[src/hw/bpe_pkg.sv]
// Constants shared by the buffer parity error routing block.
// Assumes a 32-bit AXI4-Lite register bus with one register per aligned word.
package bpe_pkg;
   localparam int unsigned NUM_SRC = 4;
   // Register indices; the byte address is four times the index.
   localparam logic [7:0] SERR_EN_IDX = 8'h7c;
   localparam logic [7:0] MC_EN_IDX = 8'h7e;
   localparam logic [7:0] IRQ_STATUS_IDX = 8'h80;
   localparam logic [7:0] IRQ_MASK_IDX = 8'h81;
   localparam logic [7:0] FLAGS_VIEW_IDX = 8'h82;
   localparam logic [7:0] ENABLE_RESET = 8'h00;
   localparam logic [7:0] ENABLE_WRITABLE = 8'h0f;
   localparam logic [1:0] IRQ_RESET = 2'h0;
   // Interrupt status bit positions.
   localparam int unsigned IRQ_SERR_SENT = 0;
   localparam int unsigned IRQ_MC_RAISED = 1;
   // Source bit positions within the error flag and enable registers.
   localparam int unsigned SRC_WB_TO_DRAM = 0;
   localparam int unsigned SRC_WB_TO_BUS = 1;
   localparam int unsigned SRC_BUS_TO_WB = 2;
   localparam int unsigned SRC_DRAM_TO_WB = 3;
   localparam logic [1:0] RESP_OKAY = 2'h0;
   localparam logic [1:0] RESP_DECERR = 2'h3;
endpackage : bpe_pkg

[src/hw/bpe_hub_msg.sv]
// Holds one system error special cycle request toward the hub interface.
// Assumes the hub side takes the request with a valid/ready handshake on aclk.
`timescale 1ns/1ps
module bpe_hub_msg (
   input wire logic aclk,
   input wire logic aresetn,
   input wire logic trigger,
   output logic msg_valid,
   input wire logic msg_ready,
   output logic msg_sent
);
   logic pending_q;

   // A trigger in the handshake cycle starts a new request so no error is lost.
   always_ff @(posedge aclk) begin
      if (!aresetn) begin
         pending_q <= 1'b0;
      end else if (trigger) begin
         pending_q <= 1'b1;
      end else if (pending_q && msg_ready) begin
         pending_q <= 1'b0;
      end
   end

   assign msg_valid = pending_q;
   assign msg_sent = pending_q && msg_ready;
endmodule : bpe_hub_msg

[src/hw/bpe_route.sv]
// Routes the memory write buffer parity error flags to the hub interface and the machine check pin.
// Assumes error flags come from logic on aclk and software uses AXI4-Lite on the same clock.
//
// How it works
// - Set flag with its system error enable sends a hub special cycle.
// - System error enable bit 3 gates DRAM-to-buffer parity errors, flag bit 3.
// - System error enable bit 2 gates bus/IO-to-buffer parity errors, flag bit 2.
// - System error enable bit 1 gates buffer-to-bus parity errors, flag bit 1.
// - System error enable bit 0 gates buffer-to-DRAM parity errors, flag bit 0.
// - Set flag with its machine check enable asserts the machine check signal.
// - Machine check enable bit 3 gates DRAM-to-buffer parity errors, flag bit 3.
// - Machine check enable bit 2 gates bus/IO-to-buffer parity errors, flag bit 2.
// - Machine check enable bit 1 gates buffer-to-bus parity errors, flag bit 1.
// - Machine check enable bit 0 gates buffer-to-DRAM parity errors, flag bit 0.
// - System error enable register: 8 bits, index 7Ch, resets to 00h.
// - Machine check enable register: 8 bits, index 7Eh, resets to 00h.
`timescale 1ns/1ps
module bpe_route (
   input wire logic aclk,
   input wire logic aresetn,
   input wire logic [31:0] s_axi_awaddr,
   input wire logic [2:0] s_axi_awprot,
   input wire logic s_axi_awvalid,
   output logic s_axi_awready,
   input wire logic [31:0] s_axi_wdata,
   input wire logic [3:0] s_axi_wstrb,
   input wire logic s_axi_wvalid,
   output logic s_axi_wready,
   output logic [1:0] s_axi_bresp,
   output logic s_axi_bvalid,
   input wire logic s_axi_bready,
   input wire logic [31:0] s_axi_araddr,
   input wire logic [2:0] s_axi_arprot,
   input wire logic s_axi_arvalid,
   output logic s_axi_arready,
   output logic [31:0] s_axi_rdata,
   output logic [1:0] s_axi_rresp,
   output logic s_axi_rvalid,
   input wire logic s_axi_rready,
   input wire logic [3:0] buffer_first_error_flags,
   input wire logic [3:0] buffer_next_error_flags,
   output logic hub_interface_serr_valid,
   input wire logic hub_interface_serr_ready,
   output logic machine_check_signal_n,
   output logic irq
);
   logic [7:0] serr_en_q;
   logic [7:0] mc_en_q;
   logic [1:0] irq_status_q;
   logic [1:0] irq_mask_q;
   logic [3:0] flags;
   logic [3:0] serr_gate;
   logic [3:0] mc_gate;
   logic [3:0] serr_gate_prev_q;
   logic machine_check_q;
   logic serr_trigger;
   logic serr_sent;
   logic aw_held_q;
   logic w_held_q;
   logic [31:0] awaddr_q;
   logic [31:0] wdata_q;
   logic [3:0] wstrb_q;
   logic bvalid_q;
   logic [1:0] bresp_q;
   logic rvalid_q;
   logic [31:0] rdata_q;
   logic [1:0] rresp_q;
   logic wr_fire;
   logic [31:0] wr_addr;
   logic [31:0] wr_data;
   logic [3:0] wr_strb;
   logic [1:0] irq_set;

   // Byte address of a register index; the bus only carries aligned words.
   function automatic logic [31:0] reg_addr(input logic [7:0] idx);
      reg_addr = {22'h000000, idx, 2'h0};
   endfunction : reg_addr

   function automatic logic is_mapped(input logic [31:0] addr);
      is_mapped = (addr == reg_addr(bpe_pkg::SERR_EN_IDX)) || (addr == reg_addr(bpe_pkg::MC_EN_IDX)) ||
         (addr == reg_addr(bpe_pkg::IRQ_STATUS_IDX)) || (addr == reg_addr(bpe_pkg::IRQ_MASK_IDX)) ||
         (addr == reg_addr(bpe_pkg::FLAGS_VIEW_IDX));
   endfunction : is_mapped

   // A first error and a later one both count as a pending source.
   assign flags = buffer_first_error_flags | buffer_next_error_flags;

   // Only one message type per source is expected from software; both paths are gated independently.
   assign serr_gate[bpe_pkg::SRC_DRAM_TO_WB] = flags[bpe_pkg::SRC_DRAM_TO_WB] & serr_en_q[3];
   assign serr_gate[bpe_pkg::SRC_BUS_TO_WB] = flags[bpe_pkg::SRC_BUS_TO_WB] & serr_en_q[2];
   assign serr_gate[bpe_pkg::SRC_WB_TO_BUS] = flags[bpe_pkg::SRC_WB_TO_BUS] & serr_en_q[1];
   assign serr_gate[bpe_pkg::SRC_WB_TO_DRAM] = flags[bpe_pkg::SRC_WB_TO_DRAM] & serr_en_q[0];
   assign mc_gate[bpe_pkg::SRC_DRAM_TO_WB] = flags[bpe_pkg::SRC_DRAM_TO_WB] & mc_en_q[3];
   assign mc_gate[bpe_pkg::SRC_BUS_TO_WB] = flags[bpe_pkg::SRC_BUS_TO_WB] & mc_en_q[2];
   assign mc_gate[bpe_pkg::SRC_WB_TO_BUS] = flags[bpe_pkg::SRC_WB_TO_BUS] & mc_en_q[1];
   assign mc_gate[bpe_pkg::SRC_WB_TO_DRAM] = flags[bpe_pkg::SRC_WB_TO_DRAM] & mc_en_q[0];

   // A special cycle is a message, so one is requested in each cycle where any source becomes newly gated, not per clock.
   always_ff @(posedge aclk) begin
      if (!aresetn) begin
         serr_gate_prev_q <= 4'h0;
      end else begin
         serr_gate_prev_q <= serr_gate;
      end
   end

   assign serr_trigger = |(serr_gate & ~serr_gate_prev_q);

   bpe_hub_msg u_hub_msg (
      .aclk(aclk),
      .aresetn(aresetn),
      .trigger(serr_trigger),
      .msg_valid(hub_interface_serr_valid),
      .msg_ready(hub_interface_serr_ready),
      .msg_sent(serr_sent)
   );

   // The machine check pin is a level that stays asserted while any gated flag is set.
   always_ff @(posedge aclk) begin
      if (!aresetn) begin
         machine_check_q <= 1'b0;
      end else begin
         machine_check_q <= |mc_gate;
      end
   end

   assign machine_check_signal_n = ~machine_check_q;

   // Write channel: address and data are held independently and joined once both are in.
   always_ff @(posedge aclk) begin
      if (!aresetn) begin
         aw_held_q <= 1'b0;
         awaddr_q <= 32'h00000000;
      end else if (s_axi_awvalid && s_axi_awready) begin
         aw_held_q <= 1'b1;
         awaddr_q <= s_axi_awaddr;
      end else if (wr_fire) begin
         aw_held_q <= 1'b0;
      end
   end

   always_ff @(posedge aclk) begin
      if (!aresetn) begin
         w_held_q <= 1'b0;
         wdata_q <= 32'h00000000;
         wstrb_q <= 4'h0;
      end else if (s_axi_wvalid && s_axi_wready) begin
         w_held_q <= 1'b1;
         wdata_q <= s_axi_wdata;
         wstrb_q <= s_axi_wstrb;
      end else if (wr_fire) begin
         w_held_q <= 1'b0;
      end
   end

   assign s_axi_awready = !aw_held_q && !bvalid_q;
   assign s_axi_wready = !w_held_q && !bvalid_q;
   assign wr_fire = aw_held_q && w_held_q && !bvalid_q;
   assign wr_addr = {awaddr_q[31:2], 2'h0};
   assign wr_data = wdata_q;
   assign wr_strb = wstrb_q;

   always_ff @(posedge aclk) begin
      if (!aresetn) begin
         bvalid_q <= 1'b0;
         bresp_q <= bpe_pkg::RESP_OKAY;
      end else if (wr_fire) begin
         bvalid_q <= 1'b1;
         bresp_q <= is_mapped(wr_addr) ? bpe_pkg::RESP_OKAY : bpe_pkg::RESP_DECERR;
      end else if (s_axi_bready) begin
         bvalid_q <= 1'b0;
      end
   end

   assign s_axi_bvalid = bvalid_q;
   assign s_axi_bresp = bresp_q;

   // Enable registers live in byte lane 0; upper bits are not stored.
   always_ff @(posedge aclk) begin
      if (!aresetn) begin
         serr_en_q <= bpe_pkg::ENABLE_RESET;
      end else if (wr_fire && wr_strb[0] && wr_addr == reg_addr(bpe_pkg::SERR_EN_IDX)) begin
         serr_en_q <= wr_data[7:0] & bpe_pkg::ENABLE_WRITABLE;
      end
   end

   always_ff @(posedge aclk) begin
      if (!aresetn) begin
         mc_en_q <= bpe_pkg::ENABLE_RESET;
      end else if (wr_fire && wr_strb[0] && wr_addr == reg_addr(bpe_pkg::MC_EN_IDX)) begin
         mc_en_q <= wr_data[7:0] & bpe_pkg::ENABLE_WRITABLE;
      end
   end

   always_ff @(posedge aclk) begin
      if (!aresetn) begin
         irq_mask_q <= bpe_pkg::IRQ_RESET;
      end else if (wr_fire && wr_strb[0] && wr_addr == reg_addr(bpe_pkg::IRQ_MASK_IDX)) begin
         irq_mask_q <= wr_data[1:0];
      end
   end

   assign irq_set[bpe_pkg::IRQ_SERR_SENT] = serr_sent;
   assign irq_set[bpe_pkg::IRQ_MC_RAISED] = |mc_gate && !machine_check_q;

   // Write one to clear; a new event in the same cycle keeps its bit set.
   always_ff @(posedge aclk) begin
      if (!aresetn) begin
         irq_status_q <= bpe_pkg::IRQ_RESET;
      end else if (wr_fire && wr_strb[0] && wr_addr == reg_addr(bpe_pkg::IRQ_STATUS_IDX)) begin
         irq_status_q <= (irq_status_q & ~wr_data[1:0]) | irq_set;
      end else begin
         irq_status_q <= irq_status_q | irq_set;
      end
   end

   assign irq = |(irq_status_q & irq_mask_q);

   // Read channel: one outstanding read, answered the cycle after the address is taken.
   assign s_axi_arready = !rvalid_q;

   always_ff @(posedge aclk) begin
      if (!aresetn) begin
         rvalid_q <= 1'b0;
         rdata_q <= 32'h00000000;
         rresp_q <= bpe_pkg::RESP_OKAY;
      end else if (s_axi_arvalid && s_axi_arready) begin
         rvalid_q <= 1'b1;
         rresp_q <= bpe_pkg::RESP_OKAY;
         if ({s_axi_araddr[31:2], 2'h0} == reg_addr(bpe_pkg::SERR_EN_IDX)) begin
            rdata_q <= {24'h000000, serr_en_q};
         end else if ({s_axi_araddr[31:2], 2'h0} == reg_addr(bpe_pkg::MC_EN_IDX)) begin
            rdata_q <= {24'h000000, mc_en_q};
         end else if ({s_axi_araddr[31:2], 2'h0} == reg_addr(bpe_pkg::IRQ_STATUS_IDX)) begin
            rdata_q <= {30'h00000000, irq_status_q};
         end else if ({s_axi_araddr[31:2], 2'h0} == reg_addr(bpe_pkg::IRQ_MASK_IDX)) begin
            rdata_q <= {30'h00000000, irq_mask_q};
         end else if ({s_axi_araddr[31:2], 2'h0} == reg_addr(bpe_pkg::FLAGS_VIEW_IDX)) begin
            rdata_q <= {22'h000000, hub_interface_serr_valid, machine_check_q, serr_gate, flags};
         end else begin
            rdata_q <= 32'h00000000;
            rresp_q <= bpe_pkg::RESP_DECERR;
         end
      end else if (s_axi_rready) begin
         rvalid_q <= 1'b0;
      end
   end

   assign s_axi_rvalid = rvalid_q;
   assign s_axi_rdata = rdata_q;
   assign s_axi_rresp = rresp_q;
endmodule : bpe_route

[config.mk]
export PLATFORM = sky130hd
export DESIGN_NAME = bpe_route
export DESIGN_NICKNAME = d
export VERILOG_FILES = /design/src/hw/bpe_pkg.sv /design/src/hw/bpe_hub_msg.sv /design/src/hw/bpe_route.sv
export SDC_FILE = /design/constraint.sdc
export NUM_CORES = 1
export LEC_CHECK = 0
export BUFFER_PORTS_ARGS = -buffer_cell sky130_fd_sc_hd__buf_2
export CAP_MARGIN = 40
export CORE_ASPECT_RATIO = 0.5
export CORE_MARGIN = 3
export CORE_UTILIZATION = 30
export DETAILED_ROUTE_END_ITERATION = 16
export SETUP_SLACK_MARGIN = 0.2
export SLEW_MARGIN = 0
export SYNTH_ARGS = -nofsm -noshare
export SYNTH_HDL_FRONTEND = slang
export SYNTH_SLANG_ARGS = --single-unit
[constraint.sdc]
create_clock -name aclk -period 2.6 [get_ports aclk]
set_clock_uncertainty 0.1 [all_clocks]
set_input_delay 0.26 -clock aclk [delete_from_list [all_inputs] [get_ports aclk]]
set_output_delay 0.26 -clock aclk [all_outputs]
set_load 0.01 [all_outputs]
Word level (Yosys, flattened, before mapping)
Index checks and enable logic that the tools add are counted.
- mux-type cells: 21
- equality and inequality tests: 10
- bitwise logic cells: 17
- reductions and logical operators: 31
- operators by type and width (operator ; count):
    30-bit by 8-bit == test with 1-bit output (second input constant) ; 6
    30-bit by 7-bit == test with 1-bit output (second input constant) ; 4
    10-bit 2-to-1 mux ; 5
    1-bit logical AND ; 14
    2-bit 2-to-1 mux ; 7
    2-bit nonzero test ; 5
    1-bit 2-to-1 mux ; 9
    1-bit bitwise AND ; 8
    4-bit OR reduction ; 2
    1-bit zero test ; 5
    2-bit bitwise AND ; 2
    4-bit bitwise AND ; 1
    1-bit logical OR ; 4
    4-bit NOT ; 1
    2-bit bitwise OR ; 2
    4-bit bitwise OR ; 1
    2-bit NOT ; 1
    2-bit OR reduction ; 1
    1-bit NOT ; 1
- output and inout bits: 44
- word-level logic and storage cells: 96
- register bits after elaboration: 95

Longest topological paths before layout
Gate-level depths: netlist (run 1).
- word-level depth: 7
- gate-level depth with buffers: 6
- gate-level depth less buffers: 5

Hierarchy
A second synthesis (run 1) with hierarchy kept.
- cells, all modules: 378
- area, all modules: 3106.7 sq um
- by module, submodules not included (module ; area an instance (sq um) ; cells an instance ; seq. area each (sq um) ; instances):
    bpe_route ; 3065.4 ; 374 ; 1361.3 ; 1
    bpe_hub_msg ; 41.3 ; 4 ; 20.0 ; 1

Worst setup path after synthesis (run 1)
No wires, ideal clock.
- kind: flip-flop to flip-flop
- start point: register awaddr_q[28]
- end point: register serr_en_q[0]
- cell stages (with the launch flop): 7
- data required time: 2372 ps
- library setup time: 128 ps
- clock period less this slack: 2252 ps
- setup slack: 348 ps
- arrival time: 2025 ps
- cells stage by stage: dfxtp_1 > or4_4 > or3_4 > or4_4 > buf_6 > mux2i_1 > nor2_1
- longest elaborated chain between the ends: 2
- RTL lines (element ; line ; source):
    start: declaration ; bpe_route.sv:60 ; logic [31:0] awaddr_q;
    start signal: assignment ; bpe_route.sv:136 ; awaddr_q <= s_axi_awaddr;
    30-bit by 7-bit == test with 1-bit output ; bpe_route.sv:182 ; end else if (wr_fire && wr_strb[0] && wr_addr == reg_addr(bpe_pkg::SERR_EN_IDX)) begin
    1-bit logical AND ; bpe_route.sv:182 ;
    end signal: assignment ; bpe_route.sv:181 ; serr_en_q <= bpe_pkg::ENABLE_RESET;
    end signal: assignment ; bpe_route.sv:183 ; serr_en_q <= wr_data[7:0] & bpe_pkg::ENABLE_WRITABLE;
    end: declaration ; bpe_route.sv:47 ; logic [7:0] serr_en_q;
No other way between the ends.
A chain may end at the register's enable or synchronous reset.

Final worst setup path (run 1)
- start point: register awaddr_q[28]
- end point: register serr_en_q[3]
The elaborated chain is that of the path after synthesis.

==> metrics.cfg, run 1 <==
[run_status]
status=finished, final reports clean

[synthesis]
yosysSeqAreaShare_pct=45.2
ys_ff_latch=69
yosys-top-cells-area=dfxtp_1 45%, nand2_1 10%, buf_4 5.9%
netlist.area_leader.share_pct=45.2
yosysUniqueCellTypes=41
synthCells=379
syn_area_per_cell_um2=8.06
synthArstFlopShare_pct=0
yosys_warnings=0
synth_top_area_cell=dfxtp_1
ys.flop_type=dfxtp_1
synth_edf_count=0
synthesis.area_mm2=0.00305

[die]
initial_utilization_pct=31.6
core_mm2=0.00967
pin_count=166
die-area_mm2=0.0115
fp.dieH_um=77.3
rows=25
die_w_um=149

[worst_hold_path]
hp-class=in2reg

[sta]
min_period_ns=2.32
fmax_mhz=430
slew_viol_final=0
setup_tns_ns=0
finalCritPeriodShare_pct=89.4
whs_ns=0.0744
fin_ws_ns=0.277
rsz0062_at_grt=false
tightest_slew_ns=0.675
setup_viol=0
relSlewSlack_pct=54.8
hold_viol_final=0

[finish]
stdcell_count=617
drive_gt1_share_pct=27.2
nets=599
num_antenna_cells=0
syn2layout_area_growth_pct=28.6
fillers=1017

[route]
routed-wl-met2_um=3480
dr.max_layer_used=met5
first_iter_violations=124
first_pass_iters=4
drc_errors=0
routed_wl_um=7750
routed-wl-met3_um=428
drtAntennaViolNets=0
avgViaCountPerCell=4.47
m1WireLength_um=3770
avgRoutedWirePerCell_um=12.6
vias=2758

[power]
vdd_drop_max_uv=347
power_density_mw_per_mm2=692
leakagePower_uw=0.00169

[placed_design]
port_buffers=102
place.gp.congestion=0.790
dp_cells=600
dp_hpwl_um=5980
dp_slack_ns=0.286

[setup_path]
worstSetupEndpointType=register
cp.required_ns=2.69
cp_num_buf_inv=0
path_cells=or4_4, or3_4, or4_4, mux2i_1, nor2_1
critPathMaxFanout=4
path_delay_family=simple AND/OR/NAND/NOR gates
path_common_cell=or4_4
arrival_ns=2.41
critPathLaunchType=register
cpMaxStageDelayCell=or4_4
slowest_delay_ns=0.59
critPathKind=reg2reg

[clock_network]
h-tree-depth=3
post-cts-setup-buffer-count=0
cts_max_path_buffers=2
cts_resized=0
clkSlewWorstSetupHoldPaths_ns=0.05
clk_latency_ns=0.32
clock-sinks=69
cts_tree=done
ctsRootBufferMaster=clkbuf_16
numCtsBuffers=9

[global_routing]
overflow=0
antenna_found_initial=1
grt_pass1_vias=2541
grtUsageTotal_pct=13.2
grt_first_pass_wirelength_um=12200
grt_max_degree=56

[job]
cap_viol_max_count=0

[repair_timing]
item,4_1_cts,5_1_grt
endpoints found under the setup margin,0,0
hold buffers,1,0
endpoints found under the hold margin,1,0
[flip-flops by register name, indices dropped and copies added (netlist names)]
name                 cells
s_axi_bvalid             1
s_axi_rvalid             1
s_axi_rdata             10
machine_check_q          1
u_hub_msg.msg_valid      1
awaddr_q                30
mc_en_q                  4
s_axi_bresp              1
wdata_q                  4
irq_status_q             2
irq_mask_q               2
wr_strb                  1
w_held_q                 1
serr_gate_prev_q         4
s_axi_rresp              1
aw_held_q                1
serr_en_q                4
[metrics by stage]
step                area (um2)  power [uW]  util, %
floorplan                 3130        1340        -
global placement          3590        1420     37.2
detailed placement        3590        1430     37.2
CTS                       3930        2760     40.6
global route              3930        2850     40.6
finish                    3930        2720     40.6
[logic make-up after synthesis]
group | Yosys count | synth area share, %
flops | 69 | 45.2
mux | 17 | 5.61
simple gates | 173 | 27.2
other cells | 1 | 0.123
compound gates | 70 | 12.6
buf+inv | 49 | 9.22
[worst register-to-register path, stage by stage (launching register included)]
cell     delay [ns]
dfxtp_1        0.31
or4_4          0.54
or3_4          0.41
or4_4          0.59
mux2i_1        0.19
nor2_1         0.05
[layout by cell type, fill, tap and decap left out, types with 3 or more instances in the layout]
| master | count |
|---|---|
| nor3_1 | 6 |
| o22ai_1 | 6 |
| nor2b_1 | 5 |
| and2_1 | 4 |
| inv_1 | 8 |
| mux2i_1 | 16 |
| nand4_1 | 3 |
| buf_2 | 102 |
| a21oi_1 | 35 |
| or4_1 | 4 |
| nor2_1 | 36 |
| or4_4 | 3 |
| dfxtp_1 | 69 |
| conb_1 | 22 |
| o21ai_0 | 17 |
| nand2_1 | 84 |
| clkbuf_16 | 9 |
| nand3_1 | 3 |
| buf_4 | 4 |
| nor4_1 | 11 |
[layer usage]
| metal | track usage (%) | vias up |
|---|---|---|
| met5 | 0 | - |
| met1 | 17.4 | 1240 |
| met2 | 20.6 | 63 |
| met4 | 3.32 | 2 |
| li1 | - | 1445 |
| met3 | 4.84 | 8 |
[power by group]
group,internal [uW],total [uW],switching (uW)
clock,888,1320,428
sequential,1100,1130,28.6
combinational,117,272,155
total,2110,2720,612
[worst paths after layout]
path | to | depth (start not counted) | startpoint | slack, ns
setup reg to reg | serr_en_q[3] | 5 | awaddr_q[28] | 0.28
hold reg to reg | s_axi_rdata[8] | 2 | s_axi_rdata[8] | 0.34
setup / recovery | serr_en_q[3] | 5 | awaddr_q[28] | 0.28
hold / removal | awaddr_q[23] | 3 | s_axi_awaddr[23] | 0.07
[cells in the mapped netlist, drive strengths merged (3+ instances only)]
library cell / instances
a21oi: 35
and2: 4
buf: 27
clkbuf: 14
dfxtp: 69
inv: 8
mux2i: 16
nand2: 84
nand3: 3
nand4: 3
nor2: 36
nor2b: 5
nor3: 6
nor4: 12
o21ai: 19
o22ai: 6
or4: 8
[layout make-up]
| cell class | count | area, um2 | area share (%) |
|---|---|---|---|
| Tap cell | 135 | 169 | 4.30 |
| Timing Repair Buffer | 107 | 551 | 14.0 |
| Multi-Input combinational cell | 282 | 1470 | 37.4 |
| Clock inverter | 4 | 70.1 | 1.78 |
| Inverter | 8 | 30.0 | 0.765 |
| Clock buffer | 12 | 256 | 6.53 |
| Sequential cell | 69 | 1380 | 35.2 |
No activity file was read; power rests on OpenSTA's default activity.
==> run 2: changes to the inputs <==
Clock period 2.6 ns to 2.7 ns, I/O delays scaled along.
==> metrics.cfg, run 2 (synthesized netlist as in run 1, its figures left out) <==
[run_status]
status=finished, final reports clean

[finish]
final_cell_mix=102 x buf_2, 84 x nand2_1, 69 x dfxtp_1, 36 x nor2_1, 35 x a21oi_1
largest_reg_flops=30
final_common_cell=buf_2
drive_gt1_share_pct=26.9
regMostFlops=awaddr_q
nets=597
num_antenna_cells=0
syn2layout_area_growth_pct=27.4
fin_area_mm2=0.00389

[power]
vdd_drop_max_uv=343
power_density_mw_per_mm2=658
leakagePower_uw=0.00167

[global_routing]
grt_max_degree=56
antenna_found_initial=1
grt_pass1_vias=2407
overflow=0
grtUsageTotal_pct=13.0
grt_first_pass_wirelength_um=11900

[clock_network]
post-cts-setup-buffer-count=0
cts_max_path_buffers=2
clkSlewWorstSetupHoldPaths_ns=0.05
h-tree-depth=3
numCtsBuffers=9
hold_buffers=0
cts_tree=done
clock-sinks=69
clk_latency_ns=0.33
ctsRootBufferMaster=clkbuf_16
cts_resized=0

[sta]
finalCritPeriodShare_pct=85.5
min_period_ns=2.31
hold_viol_final=0
rsz0062_at_grt=false
setup_viol=0
setup_tns_ns=0
relSlewSlack_pct=54.2
fmax_mhz=433
tightest_slew_ns=0.684
slew_viol_final=0

[setup_path]
path_delay_family=simple AND/OR/NAND/NOR gates
cp_num_buf_inv=0
r2r-start=awaddr_q[20]
cp.required_ns=2.86
slowest_delay_ns=0.74
r2r_cells=5
r2r_setup_slack_ns=0.39
cpMaxStageDelayCell=or4_2
worstSetupEndpointType=register
path_cells=nor4_1, nand4_1, or4_2, nor2_1, mux2i_1
critPathMaxFanout=4
arrival_ns=2.47
critPathKind=reg2reg
r2r-end=irq_mask_q[1]
critPathLaunchType=register

[route]
vias=2780
drtAntennaViolNets=0
first_iter_violations=144
avgViaCountPerCell=4.52
drc_errors=0
first_pass_iters=4
routed_wl_um=7630
avgRoutedWirePerCell_um=12.4

[die]
rows=25
die-area_mm2=0.0115
fp.dieH_um=77.3
core_mm2=0.00967
pin_count=166
die_w_um=149
initial_utilization_pct=31.6

[worst_hold_path]
min_path_cells=2
hp-class=in2reg
hold_end=s_axi_rvalid
min_from=s_axi_rready

[placed_design]
dp_hpwl_um=5880
place.gp.congestion=0.788
port_buffers=102
place_area_mm2=0.00358

[job]
cap_viol_max_count=0

## run 2: worst reg2reg max path, delay by kind of cell (launching register included)
| kind | cells | cell delay [ns] |
|---|---|---|
| flip-flops | 1 | 0.31 |
| multiplexers | 1 | 0.21 |
| AND/OR/NAND/NOR | 4 | 1.62 |
## run 2: area by class of cell
type / count / area (um2)
repair buffers: 105 / 533
fillers: 996 / 5770
multi-input cells: 282 / 1470
clock buffers: 11 / 233
inverters: 8 / 30.0
clock inverters: 5 / 75.1
flip-flops and latches: 69 / 1380
well taps: 135 / 169
## run 2: worst max-delay path by stage
stage                       from             to  slack, ns  depth (start not counted)
floorplan           awaddr_q[28]   serr_en_q[0]       0.45                          6
global placement    awaddr_q[20]  irq_mask_q[1]       0.40                          5
detailed placement  awaddr_q[20]  irq_mask_q[1]       0.39                          5
CTS                 awaddr_q[20]  irq_mask_q[1]       0.36                          5
global route        awaddr_q[20]  irq_mask_q[1]       0.23                          5
finish              awaddr_q[20]  irq_mask_q[1]       0.39                          5
## run 2: metal layers
metal | track usage (%) | up-vias | share of wire (%)
li1 | - | 1447 | -
met1 | 17.2 | 1259 | 49
met2 | 19.5 | 63 | 44
met3 | 5.54 | 9 | 6.5
met4 | 3.32 | 2 | 0.83
met5 | 0 | - | 0.092
## run 2: where the power goes
group          switching, uW  internal (uW)
clock network            411            803
logic                    148            109
registers               27.8           1060
total                    587           1970
## run 2: stage by stage
| stage | hold WS (ns) | instances | setup WS, ns | total power, uW | util [%] |
|---|---|---|---|---|---|
| 6_report | 0.0185 | 615 | 0.391 | 2560 | 40.3 |
| 5_1_grt | 0.00527 | 615 | 0.227 | 2670 | 40.3 |
| 3_3_place_gp | 0.331 | 599 | 0.402 | 1370 | 37.1 |
| 4_1_cts | 0.00582 | 615 | 0.363 | 2600 | 40.3 |
| 2_1_floorplan | 0.269 | 400 | 0.448 | 1290 | - |
| 3_5_place_dp | 0.338 | 599 | 0.393 | 1370 | 37.1 |
